File: src/rtl/tbcp_defs.vh
/*
 * constants for the buffered compare / pwm block: counter width, channel
 * count, control field positions and reset values.
 * assumes inclusion by the design files of this block only.
 */
// Notes on behaviour
// - even buffered bit links pair onto even pin
// - on linking, even registers drive the output
// - odd write takes over at next overflow
// - each overflow selects last written register
// - even control configures pair, odd control ignored
// - linked odd pin released to general purpose
// - toggle on overflow at modulo gives period
// - pulse runs from overflow to compare match
// - period equals modulo plus one clocks
// - channel value sets width in timer clocks
// - unbuffered write replaces compare value at once
// - odd value takes effect next period
// - compare sets flag, interrupt when enabled
// - no overflow toggle gives 0%, max with overflow toggle gives 100%
// - buffered bit overrides other mode select bit
`ifndef TBCP_DEFS_VH
`define TBCP_DEFS_VH
`define TBCP_CNT_W 16
`define TBCP_NCH 6
`define TBCP_CTRL_W 8
// control byte field positions
`define TBCP_F_MAX 0
`define TBCP_F_TOV 1
`define TBCP_F_ELSA 2
`define TBCP_F_ELSB 3
`define TBCP_F_MSA 4
`define TBCP_F_MSB 5
`define TBCP_F_IE 6
`define TBCP_CTRL_RST 8'h00
`define TBCP_CNT_RST 16'h0000
`define TBCP_MOD_RST 16'hffff
`endif

File: src/rtl/tbcp_chan.v
/*
 * one output compare channel: compare detect, pin action, event flag.
 * assumes counter, overflow strobe and active compare value come from the top.
 */
`timescale 1ns/1ns
`include "tbcp_defs.vh"
module tbcp_chan (
   clock,
   rstn,
   count,
   overflow,
   compare_value,
   ctrl,
   flag_clear,
   pin_out,
   flag,
   irq
);
   input wire clock;
   input wire rstn;
   input wire [`TBCP_CNT_W-1:0] count;
   input wire overflow;
   input wire [`TBCP_CNT_W-1:0] compare_value;
   input wire [`TBCP_CTRL_W-1:0] ctrl;
   input wire flag_clear;
   output wire pin_out;
   output wire flag;
   output wire irq;

   reg pin_q;
   reg pin_d;
   reg flag_q;
   wire compare_hit;
   wire output_mode;
   wire [1:0] els;
   wire [`TBCP_CNT_W-1:0] cnt_next;
   wire pin_hit;

   // compare compares the live value, so a write lands at once
   assign compare_hit = (count == compare_value);
   assign els = {ctrl[`TBCP_F_ELSB], ctrl[`TBCP_F_ELSA]};
   // pin acts on the coming count, so a value of n gives n clocks of pulse
   assign cnt_next = overflow ? `TBCP_CNT_RST : count + 16'h0001;
   assign pin_hit = (cnt_next == compare_value);
   // buffered bit or mode a makes this an output compare channel
   assign output_mode = ctrl[`TBCP_F_MSB] | ctrl[`TBCP_F_MSA];

   ////////////////////////////////////////////////////////////////////////
   // pin action: overflow toggle first, compare action wins when same cycle
   always @* begin
      pin_d = pin_q;
      if (output_mode && els != 2'b00) begin
         if (overflow && ctrl[`TBCP_F_TOV]) begin
            pin_d = ~pin_q;
         end
         if (pin_hit) begin
            case (els)
               2'b01: pin_d = ~pin_q;
               2'b10: pin_d = 1'b0;
               2'b11: pin_d = 1'b1;
               default: pin_d = pin_q;
            endcase
         end
         // max duty with overflow toggle holds the pulse level for the whole period
         if (ctrl[`TBCP_F_MAX] && ctrl[`TBCP_F_TOV]) begin
            pin_d = ~els[0];
         end
      end
   end

   always @(posedge clock) begin
      if (!rstn) begin
         pin_q <= 1'b0;
      end else begin
         pin_q <= pin_d;
      end
   end

   ////////////////////////////////////////////////////////////////////////
   // event flag: a new compare beats a clear in the same cycle
   always @(posedge clock) begin
      if (!rstn) begin
         flag_q <= 1'b0;
      end else if (output_mode && compare_hit) begin
         flag_q <= 1'b1;
      end else if (flag_clear) begin
         flag_q <= 1'b0;
      end
   end

   assign pin_out = pin_q;
   assign flag = flag_q;
   assign irq = flag_q & ctrl[`TBCP_F_IE];
endmodule

File: src/rtl/tbcp_top.v
/*
 * six channel buffered compare / pwm block: counter, pair linking,
 * compare source selection and pin enables.
 * assumes software writes arrive as one-cycle strobes in the timer clock.
 */
`timescale 1ns/1ns
`include "tbcp_defs.vh"
module tbcp_top (
   clock,
   rstn,
   modulo,
   ch_value,
   ch_write,
   ch0_status_control,
   ch1_status_control,
   ch2_status_control,
   ch3_status_control,
   ch4_status_control,
   ch5_status_control,
   flag_clear,
   count,
   overflow,
   channel_event_flag,
   channel_irq,
   pin_out,
   pin_oe,
   odd_active
);
   input wire clock;
   input wire rstn;
   input wire [15:0] modulo;
   input wire [15:0] ch_value;
   input wire [5:0] ch_write;
   input wire [7:0] ch0_status_control;
   input wire [7:0] ch1_status_control;
   input wire [7:0] ch2_status_control;
   input wire [7:0] ch3_status_control;
   input wire [7:0] ch4_status_control;
   input wire [7:0] ch5_status_control;
   input wire [5:0] flag_clear;
   output wire [15:0] count;
   output wire overflow;
   output wire [5:0] channel_event_flag;
   output wire [5:0] channel_irq;
   output wire [5:0] pin_out;
   output wire [5:0] pin_oe;
   output wire [2:0] odd_active;

   reg [15:0] count_q;
   reg [15:0] value_q [0:5];
   reg [2:0] sel_odd_q;
   reg [2:0] last_odd_q;
   wire [47:0] ctrl_all;
   wire [2:0] linked;
   integer i;

   assign ctrl_all = {ch5_status_control, ch4_status_control, ch3_status_control,
                      ch2_status_control, ch1_status_control, ch0_status_control};
   // buffered bit sits in each even control byte only
   assign linked = {ch4_status_control[`TBCP_F_MSB], ch2_status_control[`TBCP_F_MSB],
                    ch0_status_control[`TBCP_F_MSB]};

   ////////////////////////////////////////////////////////////////////////
   // modulo counter, period is modulo plus one clocks
   assign overflow = (count_q == modulo);
   always @(posedge clock) begin
      if (!rstn) begin
         count_q <= `TBCP_CNT_RST;
      end else if (overflow) begin
         count_q <= `TBCP_CNT_RST;
      end else begin
         count_q <= count_q + 16'h0001;
      end
   end

   ////////////////////////////////////////////////////////////////////////
   // channel value registers; written values act at once when unbuffered
   always @(posedge clock) begin
      if (!rstn) begin
         for (i = 0; i < 6; i = i + 1) begin
            value_q[i] <= 16'h0000;
         end
      end else begin
         for (i = 0; i < 6; i = i + 1) begin
            if (ch_write[i]) begin
               value_q[i] <= ch_value;
            end
         end
      end
   end

   ////////////////////////////////////////////////////////////////////////
   // source select: remember last written half, switch at overflow, back to even at once on unlink
   always @(posedge clock) begin
      if (!rstn) begin
         sel_odd_q <= 3'h0;
         last_odd_q <= 3'h0;
      end else begin
         for (i = 0; i < 3; i = i + 1) begin
            if (!linked[i]) begin
               // unlinked pair restarts on even registers when linked again
               sel_odd_q[i] <= 1'b0;
               last_odd_q[i] <= 1'b0;
            end else begin
               if (ch_write[2*i+1]) begin
                  last_odd_q[i] <= 1'b1;
               end else if (ch_write[2*i]) begin
                  last_odd_q[i] <= 1'b0;
               end
               if (overflow) begin
                  sel_odd_q[i] <= last_odd_q[i];
               end
            end
         end
      end
   end
   assign odd_active = sel_odd_q;

   ////////////////////////////////////////////////////////////////////////
   // per channel engines; odd channel of a linked pair sits idle
   genvar g;
   generate
      for (g = 0; g < 6; g = g + 1) begin : gen_ch
         wire [15:0] cmp_v;
         wire [7:0] ctrl_v;
         if (g % 2 == 0) begin : gen_even
            assign cmp_v = sel_odd_q[g/2] ? value_q[g+1] : value_q[g];
            assign ctrl_v = ctrl_all[8*g +: 8];
            assign pin_oe[g] = linked[g/2] | ctrl_v[`TBCP_F_MSA] |
                               (ctrl_v[`TBCP_F_ELSB] | ctrl_v[`TBCP_F_ELSA]) & ctrl_v[`TBCP_F_MSA];
         end else begin : gen_odd
            assign cmp_v = value_q[g];
            // odd control ignored while linked
            assign ctrl_v = linked[g/2] ? `TBCP_CTRL_RST : ctrl_all[8*g +: 8];
            assign pin_oe[g] = ~linked[g/2] & ctrl_v[`TBCP_F_MSA];
         end
         tbcp_chan u_chan (
            .clock(clock),
            .rstn(rstn),
            .count(count_q),
            .overflow(overflow),
            .compare_value(cmp_v),
            .ctrl(ctrl_v),
            .flag_clear(flag_clear[g]),
            .pin_out(pin_out[g]),
            .flag(channel_event_flag[g]),
            .irq(channel_irq[g])
         );
      end
   endgenerate

   assign count = count_q;
endmodule
File: config.mk
export PLATFORM = sky130hd
export DESIGN_NAME = tbcp_top
export DESIGN_NICKNAME = d
export VERILOG_FILES = /design/src/rtl/tbcp_chan.v /design/src/rtl/tbcp_top.v
export VERILOG_INCLUDE_DIRS = /design/src /design/src/rtl
export SDC_FILE = /design/constraint.sdc
export NUM_CORES = 1
export LEC_CHECK = 0
export ABC_AREA = 1
export BUFFER_PORTS_ARGS = -buffer_cell sky130_fd_sc_hd__buf_4
export CAP_MARGIN = 15
export CORE_MARGIN = 2
export CORE_UTILIZATION = 42
export DETAILED_ROUTE_END_ITERATION = 10
export SLEW_MARGIN = 20
export SYNTH_ARGS = -nofsm -noshare
export SYNTH_HDL_FRONTEND = slang
export SYNTH_HIERARCHICAL = 1
export SYNTH_SLANG_ARGS = --single-unit
File: constraint.sdc
create_clock -name clock -period 9.04 [get_ports clock]
set_input_delay 0.904 -clock clock [delete_from_list [all_inputs] [get_ports clock]]
set_output_delay 0.904 -clock clock [all_outputs]
set_load 0.01 [all_outputs]
==> summary.md <==
| Metric | Value |
|---|---|
| Status | finished, final reports clean |
| HP Class | reg -> reg |
| Crit Path Class | reg -> reg |
| Post-CTS Hold Buffers | 0 |
| Placer congestion estimate | 0.906 |
| Sum of negative setup slack | 0 ns |
| Crit share post-route | 50.4% |
| Cell family with most CP delay | simple AND/OR/NAND/NOR gates |
| Layout cells sized above 1 | 17.1% |
| Fin util | 49.1% |
| DRT Pass-1 Iters | 6 |
| Die height | 180 µm |
| Max clock buf depth | 2 |
| Slew Viols, Final | 0 |
| Port buffer count | 131 |
| Post-route antenna net violation count | 0 |
| Drt via density | 5.41 |
| Peak supply drop | 0.000161 V |
| Die area | 32300 µm² |
| PD cells | around 120 nW/µm² |
| First-pass GRT wire length | ~70000 µm |
| CTS tree | yes |
| Setup bufs post-CTS | 0 |
| Non-filler cells, final | 2544 |
| Total of max-cap violations | 0 |
| Skew-Pair Late Insertion Delay | 0.43 ns |
| Area growth, synth to finish | 15.5% |
| Ports | around 140 |
| Largest net degree at the start of global routing | 42 |
| Post-DP HPWL | 31600 µm |
| WP buf/inv | 5 |
| Total placed cells including tap cells | ~2500 |
| Crit-path cells | buf_4, inv_1, nand2_1, nand2_1, nor2_1, nand2_1, nor2_4, nand2_4, inv_1, buf_4, inv_1, nand3b_1, nand4_1, nor2_1, nand2_1, nor2_1, nand3_1, nor2_1, nand3_1, nand2_1, nand3_1, nor2_1, nor2_1 |
| DRT iter0 DRCs | roughly 1300 |
| CP arrival | 4.87 ns |
| CTS clock-pin slew for the worst setup and hold paths | 0.08 ns |
| Tmin final | 4.55 ns |
| DIE WIDTH | 180 µm |
| WL final | 44000 µm |
| Endpoints failing hold | 0 |
| Placement Setup Slack | 4.53 ns |
| Initial cell density of the core | 42.5% |
| Syn Area/Cell | about 6.5 µm² |
| Antenna Cells | 0 |
| # resized after CTS | 0 |
| F_max | 220 MHz |
| Crit path launch type | flip-flop |
| Slew headroom | 39.8% |
| Vias in the first global route | 12500 |
| Root Buffer | clkbuf_16 |
| Post-Syn Instances | about 2000 |
| Cell area after synthesis | 13000 µm² |
| CTS Buf Count | 17 |
| DRC viols | 0 |
| WL per Instance | 17.3 µm |
| Congestion Overflow GR | 0 |
| H-tree Lvls | 4 |
| Std cell rows | 64 |
| Design area | 15000 µm² |
| Worst Setup Slack, final | between 4 and 5 ns |
| Synth warn | 6 |
| Clock sinks | 130 |
| Nets | 2236 |
| Post-Place Cell Area | 14400 µm² |
| Core box area | between 30000 and 40000 µm² |
| Final setup vio count | 0 |
| Max stage delay on crit path | 0.85 ns |
| RSZ-0062 raised after global routing | no |
| Most common cell on crit path | nor2_1 |
| Crit path max fanout | 29 |
| Total number of vias | about 14000 |
| Post-Syn Nets | 2108 |
| All-Layer GR Usage | 26.6% |
| Leak | ~7.0 nW |
| Antenna violations before repair | 0 |
| Setup Skew | 0.0225 ns |
| CP max stage cell | dfxtp_1 |
| CP endpoint kind | flip-flop |
| WP data required | approximately 9.4 ns |
| Worst-margin pin slew | 0.902 ns |
==> placed cells by master, fill, tap and decap left out, types with 6 or more instances in the layout <==
cell type,instances
or2_2,15
mux2_2,48
nand2_1,503
edfxtp_1,96
nor2_2,24
xor2_1,16
buf_4,148
a21oi_1,23
nand3b_1,10
ha_1,7
dfxtp_1,30
inv_2,17
clkbuf_16,17
o22ai_1,26
nand3_1,206
a221oi_1,13
o21bai_2,11
o21ai_0,19
nor2_4,24
nor3_1,9
inv_1,326
and2_1,6
nand4_1,126
nor2_1,282
xnor2_1,37
a211oi_1,6
nand2_2,28
clkinv_1,6
==> worst paths after layout <==
check | start | end | slack [ns] | cells after the start
setup / recovery | count[11] | gen_ch[5].u_chan/pin_out | 4.49 | 23
hold / removal | last_odd_q[1] | last_odd_q[1] | 0.46 | 2
setup reg to reg | count[11] | gen_ch[5].u_chan/pin_out | 4.49 | 23
hold reg to reg | last_odd_q[1] | last_odd_q[1] | 0.46 | 2
==> stage by stage <==
| stage | hold slack [ns] | total power [mW] |
|---|---|---|
| after global placement | 0.447 | 1.06 |
| final | 0.464 | 1.78 |
| after CTS | 0.465 | 1.78 |
| after detailed placement | 0.456 | 1.07 |
| after global routing | 0.494 | 1.86 |
| after floorplan | 0.436 | 0.947 |
==> worst reg2reg max path, stage by stage (launching register included) <==
cell      delay (ns)
dfxtp_1         0.85
buf_4           0.45
inv_1           0.17
nand2_1         0.08
nand2_1         0.05
nor2_1          0.08
nand2_1         0.10
nor2_4          0.24
nand2_4         0.09
inv_1           0.06
buf_4           0.39
inv_1           0.52
nand3b_1        0.25
nand4_1         0.16
nor2_1          0.13
nand2_1         0.06
nor2_1          0.14
nand3_1         0.11
nor2_1          0.12
nand3_1         0.10
nand2_1         0.08
nand3_1         0.07
nor2_1          0.11
nor2_1          0.04
==> sequential cells by signal, indices dropped and copies added, names as in the netlist <==
register and flops:
count 16, gen_ch.u_chan/flag 6, gen_ch.u_chan/pin_out 6, last_odd_q 3
odd_active 3, value_q 96
==> power breakdown <==
group	internal [mW]	switching [mW]	total [mW]
registers	0.683	0.0357	0.719
logic	0.134	0.211	0.345
clock network	0.415	0.297	0.712
==> routing by layer <==
metal,track usage [%],vias to the layer above,wire length (µm)
li1,-,6840,-
met1,35.6,6378,19500
met2,44.7,479,20600
met3,3.69,55,2790
met4,7.87,0,1060
met5,0,-,0
==> final cells by class <==
class / count / area (µm²)
fill: 3112 / 15500
multi-input combinational: 1490 / 7890
sequential: 130 / 3570
inverter: 348 / 1310
timing repair buffer: 148 / 1110
tap: 396 / 495
clock buffer: 17 / 425
clock inverter: 15 / 173
Note: power is estimated with default switching activity, not from simulation.
